$ cat config.mk
export PLATFORM = sky130hd
export DESIGN_NAME = acmp_top
export DESIGN_NICKNAME = d
export VERILOG_FILES = /design/src/design/acmp_pkg.sv /design/src/design/acmp_cmp.sv /design/src/design/acmp_top.sv
export SDC_FILE = /design/constraint.sdc
export NUM_CORES = 1
export LEC_CHECK = 0
export BUFFER_PORTS_ARGS = -buffer_cell sky130_fd_sc_hd__buf_2
export CORE_ASPECT_RATIO = 1.1
export CORE_MARGIN = 5
export CORE_UTILIZATION = 35
export DETAILED_ROUTE_END_ITERATION = 10
export PLACE_DENSITY_LB_ADDON = 0.2
export SLEW_MARGIN = 20
export SYNTH_ARGS = -nofsm -noshare
export SYNTH_HDL_FRONTEND = slang
export SYNTH_SLANG_ARGS = --single-unit
export TNS_END_PERCENT = 1
$ cat constraint.sdc
create_clock -name pclk -period 1.93 [get_ports pclk]
set_input_delay 0 -clock pclk [delete_from_list [all_inputs] [get_ports pclk]]
set_output_delay 0 -clock pclk [all_outputs]
set_load 0.05 [all_outputs]
$ cat src/design/acmp_pkg.sv
/*
 * Constants for the auxiliary converter result register and the four
 * digital threshold comparators: register indices and byte addresses,
 * field positions, reset values and channel codes.
 * Assumes an APB slave with 32-bit data, one register per aligned word,
 * byte address equal to four times the register index.
 */
package acmp_pkg;
	localparam int          ADDR_W      = 18;
	localparam int          NUM_CMP     = 4;
	localparam int          DATA_W      = 12;

	localparam logic [15:0] IDX_RESULT  = 16'h402d;
	localparam logic [15:0] IDX_CONTROL = 16'h4030;
	localparam logic [15:0] IDX_CMP1    = 16'h4031;
	localparam logic [15:0] IDX_RSTAT   = 16'h4038;

	localparam logic [17:0] ADDR_RESULT  = {IDX_RESULT, 2'b00};
	localparam logic [17:0] ADDR_CONTROL = {IDX_CONTROL, 2'b00};
	localparam logic [17:0] ADDR_CMP1    = {IDX_CMP1, 2'b00};
	localparam logic [17:0] ADDR_RSTAT   = {IDX_RSTAT, 2'b00};

	localparam int          RES_CHAN_LSB = 12;
	localparam int          RES_DATA_MSB = 11;
	localparam int          CTL_STS_LSB  = 8;
	localparam int          CTL_ENA_LSB  = 0;
	localparam int          CMP_SRC_LSB  = 13;
	localparam int          CMP_DIR_BIT  = 12;
	localparam int          RSTAT_FRESH  = 0;
	localparam int          RSTAT_OVRUN  = 1;

	localparam logic [15:0] RESULT_RST  = 16'h0000;
	localparam logic [3:0]  ENABLE_RST  = 4'h0;
	localparam logic [15:0] CMP_RST     = 16'h0000;

	localparam logic [3:0]  CH_BATTERY  = 4'h0;
	localparam logic [3:0]  CH_EXT_ONE  = 4'h1;
	localparam logic [3:0]  CH_EXT_TWO  = 4'h2;
	localparam logic [3:0]  CH_EXT_THR  = 4'h3;
	localparam logic [3:0]  CH_TEMP     = 4'h5;
	localparam logic [3:0]  CH_SUPPLY   = 4'h7;
endpackage

$ cat src/design/acmp_cmp.sv
/*
 * One digital threshold comparator. It checks each completed sample of
 * its selected channel against its threshold and keeps a status bit and
 * a one-cycle flag pulse.
 * Assumes sample_valid is a one-cycle pulse with channel and data valid.
 */
`timescale 1ns/1ns
module acmp_cmp #(
	parameter bit ALLOW_BATTERY = 1'b0
) (
	input  wire logic        pclk,
	input  wire logic        presetn,
	input  wire logic        sample_valid,
	input  wire logic [3:0]  sample_chan,
	input  wire logic [11:0] sample_data,
	input  wire logic        enable,
	input  wire logic [2:0]  source_sel,
	input  wire logic        direction,
	input  wire logic [11:0] threshold,
	output logic             status,
	output logic             flag
);
	typedef struct packed {
		logic status;
		logic flag;
	} acmp_cmp_state_t;

	acmp_cmp_state_t st_reg;
	acmp_cmp_state_t st_next;

	logic selected;
	logic beyond;

	always_comb begin
		// code 0 is the battery only where allowed, otherwise reserved
		selected = (sample_chan == {1'b0, source_sel}) &&
			((source_sel != 3'h0) || ALLOW_BATTERY);
		// raw unsigned compare: threshold shares the channel coding
		beyond = direction ? (sample_data >= threshold)
			: (sample_data < threshold);
		st_next = st_reg;
		st_next.flag = 1'b0;
		if (sample_valid && enable && selected) begin
			st_next.status = beyond;
			st_next.flag = beyond;
		end
	end

	always_ff @(posedge pclk or negedge presetn) begin
		if (!presetn) begin
			st_reg <= '0;
		end else begin
			st_reg <= st_next;
		end
	end

	assign status = st_reg.status;
	assign flag = st_reg.flag;
endmodule

$ cat src/design/acmp_top.sv
/*
 * Result register and digital comparator block of the auxiliary
 * converter, with its APB register slave.
 * Assumes the converter control delivers each completed sample as a
 * one-cycle conv_done pulse with channel code and 12-bit value, all
 * synchronous to pclk. Interrupt masking and clearing live elsewhere;
 * this block only emits event pulses.
 */
`timescale 1ns/1ns
module acmp_top #(
	parameter int NUM_CMP = acmp_pkg::NUM_CMP,
	parameter int ADDR_W  = acmp_pkg::ADDR_W
) (
	input  wire logic              pclk,
	input  wire logic              presetn,
	input  wire logic              psel,
	input  wire logic              penable,
	input  wire logic              pwrite,
	input  wire logic [ADDR_W-1:0] paddr,
	input  wire logic [31:0]       pwdata,
	input  wire logic [3:0]        pstrb,
	output logic      [31:0]       prdata,
	output logic                   pready,
	output logic                   pslverr,
	input  wire logic              conv_done,
	input  wire logic [3:0]        conv_channel,
	input  wire logic [11:0]       conv_data,
	output logic                   result_event,
	output logic      [NUM_CMP-1:0] cmp_flag
);
	typedef struct packed {
		logic [3:0]               res_chan;
		logic [11:0]              res_data;
		logic                     res_fresh;
		logic                     res_overrun;
		logic [NUM_CMP-1:0]       cmp_enable;
		logic [NUM_CMP-1:0][15:0] cmp_setup;
		logic                     result_event;
		logic [31:0]              prdata;
		logic                     pready;
		logic                     pslverr;
	} acmp_state_t;

	acmp_state_t st_reg;
	acmp_state_t st_next;

	logic [NUM_CMP-1:0] cmp_status;
	logic [NUM_CMP-1:0] cmp_flag_w;

	// register selector: 0 result, 1 control, 2..5 setups, 6 result status
	typedef enum logic [2:0] {
		ACMP_SEL_RESULT,
		ACMP_SEL_CONTROL,
		ACMP_SEL_CMP1,
		ACMP_SEL_CMP2,
		ACMP_SEL_CMP3,
		ACMP_SEL_CMP4,
		ACMP_SEL_RSTAT,
		ACMP_SEL_NONE
	} acmp_sel_t;

	function automatic acmp_sel_t acmp_decode(input logic [ADDR_W-1:0] addr);
		logic [17:0] a;
		a = 18'(addr);
		if (a == acmp_pkg::ADDR_RESULT) begin
			return ACMP_SEL_RESULT;
		end else if (a == acmp_pkg::ADDR_CONTROL) begin
			return ACMP_SEL_CONTROL;
		end else if (a == acmp_pkg::ADDR_CMP1) begin
			return ACMP_SEL_CMP1;
		end else if (a == acmp_pkg::ADDR_CMP1 + 18'h0_0004) begin
			return ACMP_SEL_CMP2;
		end else if (a == acmp_pkg::ADDR_CMP1 + 18'h0_0008) begin
			return ACMP_SEL_CMP3;
		end else if (a == acmp_pkg::ADDR_CMP1 + 18'h0_000c) begin
			return ACMP_SEL_CMP4;
		end else if (a == acmp_pkg::ADDR_RSTAT) begin
			return ACMP_SEL_RSTAT;
		end else begin
			return ACMP_SEL_NONE;
		end
	endfunction

	// byte-lane merge of a 16-bit register; upper lanes have no storage
	function automatic logic [15:0] acmp_merge(
		input logic [15:0] old,
		input logic [31:0] wdata,
		input logic [3:0]  strb
	);
		logic [15:0] v;
		v = old;
		if (strb[0]) begin
			v[7:0] = wdata[7:0];
		end
		if (strb[1]) begin
			v[15:8] = wdata[15:8];
		end
		return v;
	endfunction

	acmp_sel_t          sel;
	logic               access;
	logic               wr;
	logic               rd;
	logic               rd_result;
	logic [15:0]        ctl_word;
	logic [15:0]        ena_word;
	logic [15:0]        ena_new;
	logic [15:0]        rdata16;
	logic               unmapped;

	always_comb begin
		st_next = st_reg;
		sel = acmp_decode(paddr);
		// one wait state: answer on the second access cycle
		access = psel && penable && !st_reg.pready;
		wr = access && pwrite;
		rd = access && !pwrite;
		unmapped = (sel == ACMP_SEL_NONE);
		rd_result = rd && (sel == ACMP_SEL_RESULT);

		ena_word = 16'h0000;
		ena_word[acmp_pkg::CTL_ENA_LSB +: NUM_CMP] = st_reg.cmp_enable;
		ctl_word = ena_word;
		ctl_word[acmp_pkg::CTL_STS_LSB +: NUM_CMP] = cmp_status;
		ena_new = acmp_merge(ena_word, pwdata, pstrb);

		rdata16 = 16'h0000;
		case (sel)
			ACMP_SEL_RESULT: begin
				rdata16 = {st_reg.res_chan, st_reg.res_data};
			end
			ACMP_SEL_CONTROL: begin
				rdata16 = ctl_word;
			end
			ACMP_SEL_CMP1: begin
				rdata16 = st_reg.cmp_setup[0];
			end
			ACMP_SEL_CMP2: begin
				rdata16 = st_reg.cmp_setup[1];
			end
			ACMP_SEL_CMP3: begin
				rdata16 = st_reg.cmp_setup[2];
			end
			ACMP_SEL_CMP4: begin
				rdata16 = st_reg.cmp_setup[3];
			end
			ACMP_SEL_RSTAT: begin
				rdata16[acmp_pkg::RSTAT_FRESH] = st_reg.res_fresh;
				rdata16[acmp_pkg::RSTAT_OVRUN] = st_reg.res_overrun;
			end
			default: begin
				rdata16 = 16'h0000;
			end
		endcase

		// bus answer
		st_next.pready = access;
		st_next.pslverr = access && unmapped;
		if (rd) begin
			st_next.prdata = {16'h0000, rdata16};
		end else begin
			st_next.prdata = 32'h0000_0000;
		end

		// register writes; the result and status words ignore writes
		if (wr) begin
			case (sel)
				ACMP_SEL_CONTROL: begin
					st_next.cmp_enable = ena_new[acmp_pkg::CTL_ENA_LSB +: NUM_CMP];
				end
				ACMP_SEL_CMP1: begin
					st_next.cmp_setup[0] = acmp_merge(st_reg.cmp_setup[0], pwdata, pstrb);
				end
				ACMP_SEL_CMP2: begin
					st_next.cmp_setup[1] = acmp_merge(st_reg.cmp_setup[1], pwdata, pstrb);
				end
				ACMP_SEL_CMP3: begin
					st_next.cmp_setup[2] = acmp_merge(st_reg.cmp_setup[2], pwdata, pstrb);
				end
				ACMP_SEL_CMP4: begin
					st_next.cmp_setup[3] = acmp_merge(st_reg.cmp_setup[3], pwdata, pstrb);
				end
				default: begin
					st_next.cmp_enable = st_reg.cmp_enable;
				end
			endcase
		end

		// new sample: code and value stored together, raw and unsigned
		if (conv_done) begin
			st_next.res_chan = conv_channel;
			st_next.res_data = conv_data;
		end

		// a sample landing on unread data marks an overrun unless the result is read in that cycle; for fresh, set beats clear
		if (conv_done) begin
			st_next.res_fresh = 1'b1;
		end else if (rd_result) begin
			st_next.res_fresh = 1'b0;
		end
		if (conv_done && st_reg.res_fresh && !rd_result) begin
			st_next.res_overrun = 1'b1;
		end else if (rd_result) begin
			st_next.res_overrun = 1'b0;
		end

		// event rises with the stored result, never ahead of it
		st_next.result_event = conv_done;
	end

	always_ff @(posedge pclk or negedge presetn) begin
		if (!presetn) begin
			st_reg.res_chan <= acmp_pkg::RESULT_RST[15:12];
			st_reg.res_data <= acmp_pkg::RESULT_RST[11:0];
			st_reg.res_fresh <= 1'b0;
			st_reg.res_overrun <= 1'b0;
			st_reg.cmp_enable <= acmp_pkg::ENABLE_RST[NUM_CMP-1:0];
			st_reg.cmp_setup <= {NUM_CMP{acmp_pkg::CMP_RST}};
			st_reg.result_event <= 1'b0;
			st_reg.prdata <= 32'h0000_0000;
			st_reg.pready <= 1'b0;
			st_reg.pslverr <= 1'b0;
		end else begin
			st_reg <= st_next;
		end
	end

	// comparators see the very sample being stored
	for (genvar i = 0; i < NUM_CMP; i++) begin : g_cmp
		acmp_cmp #(
			.ALLOW_BATTERY (i == NUM_CMP - 1)
		) u_cmp (
			.pclk          (pclk),
			.presetn       (presetn),
			.sample_valid  (conv_done),
			.sample_chan   (conv_channel),
			.sample_data   (conv_data),
			.enable        (st_reg.cmp_enable[i]),
			.source_sel    (st_reg.cmp_setup[i][acmp_pkg::CMP_SRC_LSB +: 3]),
			.direction     (st_reg.cmp_setup[i][acmp_pkg::CMP_DIR_BIT]),
			.threshold     (st_reg.cmp_setup[i][11:0]),
			.status        (cmp_status[i]),
			.flag          (cmp_flag_w[i])
		);
	end

	assign prdata = st_reg.prdata;
	assign pready = st_reg.pready;
	assign pslverr = st_reg.pslverr;
	assign result_event = st_reg.result_event;
	assign cmp_flag = cmp_flag_w;
endmodule

---- After elaboration in Yosys (flattened, before gate mapping) ----
Cells that the tools add are included.
storage, ports and cells
  flip-flop bits (word level) ............. 129
  output and inout bits ................... 39
  logic and storage cells ................. 109
cells by class
  magnitude comparators ................... 8
  equality and inequality tests ........... 18
  mux-type cells .......................... 21
  reductions and logical operators ........ 37
operator list
  cell                                                    count
  equality test 18 x 17 -> 1 bit (second input constant)  7
  one-hot mux 14 bit (6 select lines)                     1
  greater-or-equal comparator 12 bit                      4
  < comparator 12 bit                                     4
  AND reduction 3 bit                                     9
  logical AND 1 bit                                       19
  equality test 4 x 3 -> 1 bit                            4
  two-way mux 16 bit                                      1
  one-hot mux 2 bit (7 select lines)                      1
  equality test 3 bit (second input constant)             4
  two-way mux 1 bit                                       12
  two-way mux 3 bit                                       4
  nonzero test 3 bit                                      3
  equality test 3 x 2 -> 1 bit (second input constant)    2
  two-way mux 2 bit                                       2
  nonzero test 2 bit                                      2
  equality test 3 x 1 -> 1 bit (second input constant)    1
  logical NOT 1 bit                                       3
  logical NOT 3 bit                                       1

---- Logic depth before layout (Yosys ltp) ----
  word-level depth ........................ 13
  gate-level depth with buffers ........... 8

---- Hierarchy ----
From an unflattened synthesis, not the netlist that was laid out.
second synthesis, totals
  cells, all modules ...................... 648
  area, all modules ....................... 7116.8 um^2
by module, submodules not included
  module                         times used  cells each  area an instance (um^2)
  acmp_top                       1           409         5213.8
  acmp_cmp (g_cmp[0].u_cmp ...)  2           61          474.2
  acmp_cmp (g_cmp[1].u_cmp)      1           61          493.0
  acmp_cmp (g_cmp[3].u_cmp)      1           56          461.7

---- Worst setup path before layout ----
No wires, ideal clock.
  path type ............................... input -> register
  from .................................... in paddr[0]
  to ...................................... reg st_reg[37] (netlist bit)
  arrival time ............................ 2458 ps
  data required time ...................... 1805 ps
  slack ................................... -653 ps
  stages on the path ...................... 7
  buffers on the path ..................... 2
  path through ............................ or4b_1 -> or4_1 -> clkbuf_1 -> or4_1 -> buf_4 -> nor3_4 -> mux2_2
on the way
  word-level cells in the longest chain between the ends .. 10
  elaborated cells on any way between the ends .. 16
  classes of those cells .................. eq/ne: 8; mux: 7; reduce/logical: 1
ends and longest elaborated chain
  element                                 line             RTL
  from (decl)                             acmp_top.sv:19   input wire logic [ADDR_W-1:0] paddr,
  equality test 18 x 17 -> 1 bit          acmp_top.sv:77   end else if (a == acmp_pkg::ADDR_RSTAT) begin
  two-way mux 1 bit                       acmp_top.sv:77
  two-way mux 2 bit                       acmp_top.sv:75   end else if (a == acmp_pkg::ADDR_CMP1 + 18'h0_000c) begin
  two-way mux 2 bit                       acmp_top.sv:73   end else if (a == acmp_pkg::ADDR_CMP1 + 18'h0_0008) begin
  two-way mux 3 bit                       acmp_top.sv:71   end else if (a == acmp_pkg::ADDR_CMP1 + 18'h0_0004) begin
  two-way mux 3 bit                       acmp_top.sv:69   end else if (a == acmp_pkg::ADDR_CMP1) begin
  two-way mux 3 bit                       acmp_top.sv:67   end else if (a == acmp_pkg::ADDR_CONTROL) begin
  two-way mux 3 bit *                     acmp_top.sv:65   if (a == acmp_pkg::ADDR_RESULT) begin
  equality test 3 x 2 -> 1 bit *          acmp_top.sv:168  case (sel)
  AND reduction 3 bit (no source line) *  --
  to (signal assigned)                    acmp_top.sv:225  st_reg <= st_next;
  to (decl)                               acmp_top.sv:44   acmp_state_t st_reg;
Mark *: on every way between the ends. The rest lies on a longest branch, timed or not.
A chain may end at the register's enable or synchronous reset.

---- Final worst setup path ----
  from .................................... in paddr[0]
  to ...................................... reg st_reg[55] (netlist bit)
Same word-level chain as after synthesis.

==> impl_metrics.json <==
{
  "initial_core_util_pct": 35.7,
  "r2r-start": "st_reg[84]",
  "fp.dieArea_um2": 21700,
  "antenna_found_initial": 0,
  "hp-start": "conv_channel[2]",
  "holdPathStages": 2,
  "yosys.area_share.simple_pct": 11.5,
  "grt_max_degree": 65,
  "antenna_left": 0,
  "synth_enable_flop_cells": 0,
  "gr-total-overflow": 0,
  "synth.area.mux_share_pct": 16.2,
  "antenna_cells": 0,
  "setup_slack_ns": -0.180,
  "hold_viol": 0,
  "max_freq_ghz": 0.474,
  "setup_viol": 50,
  "post_cts.repair.setup_buffers": 0,
  "finalClockSkew_ns": 0.00925,
  "drive_gt1_share_pct": 36.5,
  "cp.arrival_ns": 2.40,
  "wire_per_inst_um": 18.5,
  "clk_path_buf_depth": 2,
  "fp.dieW_um": 141,
  "cts_tree": "yes",
  "grtUsageTotal_pct": 17.6,
  "reg2reg_setup_slack_ns": -0.05,
  "min_period_over_period_pct": 109,
  "viasPerCell": 5.19,
  "largest_reg_flops": 82,
  "ys_warn_count": 0,
  "syn_to_final_growth_pct": 30.2,
  "die_h_um": 154,
  "cts.sinks": 113,
  "ios": 115,
  "fillers": 1749,
  "routed_wl_um": 18600,
  "powerDensity_nw_per_um2": 735,
  "synth_compound_area_share_pct": 11.0,
  "netlist_area_um2": 6590,
  "rsz0062_at_grt": "yes",
  "ys_seq_elements": 113,
  "drt_iter0_drc": 390,
  "timing.final.crit_period_ns": 2.11,
  "holdPathEnd": "st_reg[119]",
  "synth_cell_types": 54,
  "fp-row-count": 52,
  "status": "finished, violations left",
  "syn_inst": 603,
  "ys_top_cells_by_count": "dfrtp_1, mux2_2, inv_1",
  "synthXorXnorAreaFrac_pct": 1.20,
  "p_leak_nw": 3.94,
  "violations": "setup timing",
  "clk_latency_ns": 0.42,
  "ys.flop_type": "dfrtp_1",
  "nNetsFinal": 872,
  "ys_async_sr_fraction_pct": 100,
  "clk_pin_slew_ns": 0.05,
  "fin_setup_tns_ns": -7.66,
  "cap_violations": 0,
  "synthAdderAreaFrac_pct": 9.11,
  "gp_congestion": 0.851,
  "hpwl_um": 14500,
  "grt_pass1_vias": 5391,
  "worst-r2r-cell-count": 7,
  "ys_seq_area_share_pct": 42.9,
  "yosysTopAreaCell": "dfrtp_1",
  "hold_class": "input port to flop",
  "h-tree-depth": 4,
  "startpoint_type": "input port",
  "firstDrtPassIters": 6,
  "grt_pass1_wl_um": 29500,
  "required_ns": 2.22,
  "crit_path_max_fanout": 8,
  "io_buffers": 80,
  "cts_buffers": 17,
  "num_vias": 5208,
  "power_mw": 6.30,
  "synthDominantCellAreaShare_pct": 42.9,
  "maxSlewViolCount": 0,
  "synth_top_family_by_area": "multiplexers",
  "crit_path_start": "paddr[0]",
  "yosysMostFrequentCell": "dfrtp_1",
  "worstSetupPathType": "input port to flop",
  "cp-end-kind": "flop",
  "peakVddDrop_mv": 0.541,
  "r2r_end": "g_cmp[3].u_cmp.status",
  "drc": 0,
  "coreArea_um2": 18500,
  "cts_root_buf": "clkbuf_16",
  "synth_area_per_cell_um2": 10.9,
  "synthTopCellsByArea": "dfrtp_1, mux2_2, ha_1"
}
[cell usage in the layout, fill, tap and decap left out, drive strengths merged, types with 5 or more instances in the layout]
master / count
a211oi: 5
a21o: 8
a21oi: 26
a222oi: 8
a22oi: 8
a31oi: 11
buf: 132
clkbuf: 18
clkinv: 6
conb: 16
dfrtp: 113
dlygate4sd3: 36
ha: 48
inv: 50
mux2: 87
nand2: 27
nand2b: 5
nand3: 28
nand4: 11
nor2: 7
nor3: 15
o21ai: 14
o31ai: 6
xnor2: 7
[cell families after synthesis]
group / count (synthesis)
flip-flops: 113
AND/OR/NAND/NOR: 126
other: 1
buffers and inverters: 106
AO/OA/AOI/OAI: 107
XOR/XNOR: 9
adder cells (fa/ha/maj): 48
multiplexers: 93
[metal layers]
metal	share of wire [%]	GRT usage (%)	vias to the layer above	wire length [µm]
li1	-	-	2452	-
met2	50	29.4	134	9340
met1	42	21.7	2586	7760
met4	3.9	8.86	0	728
met3	4.1	3.36	36	762
met5	0	0	-	0
[power breakdown]
part	total [mW]	internal (mW)	switching, mW
registers	2.43	2.41	0.0198
clock network	3.28	2.15	1.13
logic	0.595	0.227	0.368
total	6.30	4.79	1.51
[worst max path at each step]
stage / endpoint / cells past startpoint
finish: st_reg[55] / 8
global route: st_reg[81] / 8
CTS: st_reg[55] / 8
detailed placement: st_reg[55] / 8
global placement: st_reg[55] / 8
floorplan: st_reg[37] / 7
[critical path, cell delays in order]
cell,delay [ns]
buf_2,0.10
or4b_4,0.53
or4_4,0.53
or4_4,0.42
buf_6,0.17
nor3_4,0.16
buf_12,0.16
mux2_2,0.33
[final cells by class]
class	count	area (µm²)	share of cell area [%]
Inverter	49	184	2.14
Sequential cell	113	2830	33.0
Tap cell	243	304	3.54
Multi-Input combinational cell	399	3390	39.5
Clock inverter	14	189	2.20
Timing Repair Buffer	168	1260	14.7
Clock buffer	18	429	5.00
[stage by stage]
stage	instance area (µm²)	hold WS (ns)	setup WS, ns	util, %	cells
after floorplan	6650	-0.296	-0.615	-	618
after global placement	7510	-0.0358	-0.684	40.6	936
after detailed placement	7510	-0.0272	-0.697	40.6	936
after CTS	8530	0.0265	-0.164	46.1	1004
after global routing	8580	0.0493	-0.206	46.4	1004
final	8580	0.0508	-0.180	46.4	1004
[timing repair]
item	in CTS	in global routing
hold endpoints to repair	200	0
gates resized for setup	8	11
hold buffers	36	0
pin swaps	4	6
gates cloned	0	0
setup endpoints to repair	60	67
(Power assumes the default switching activity.)
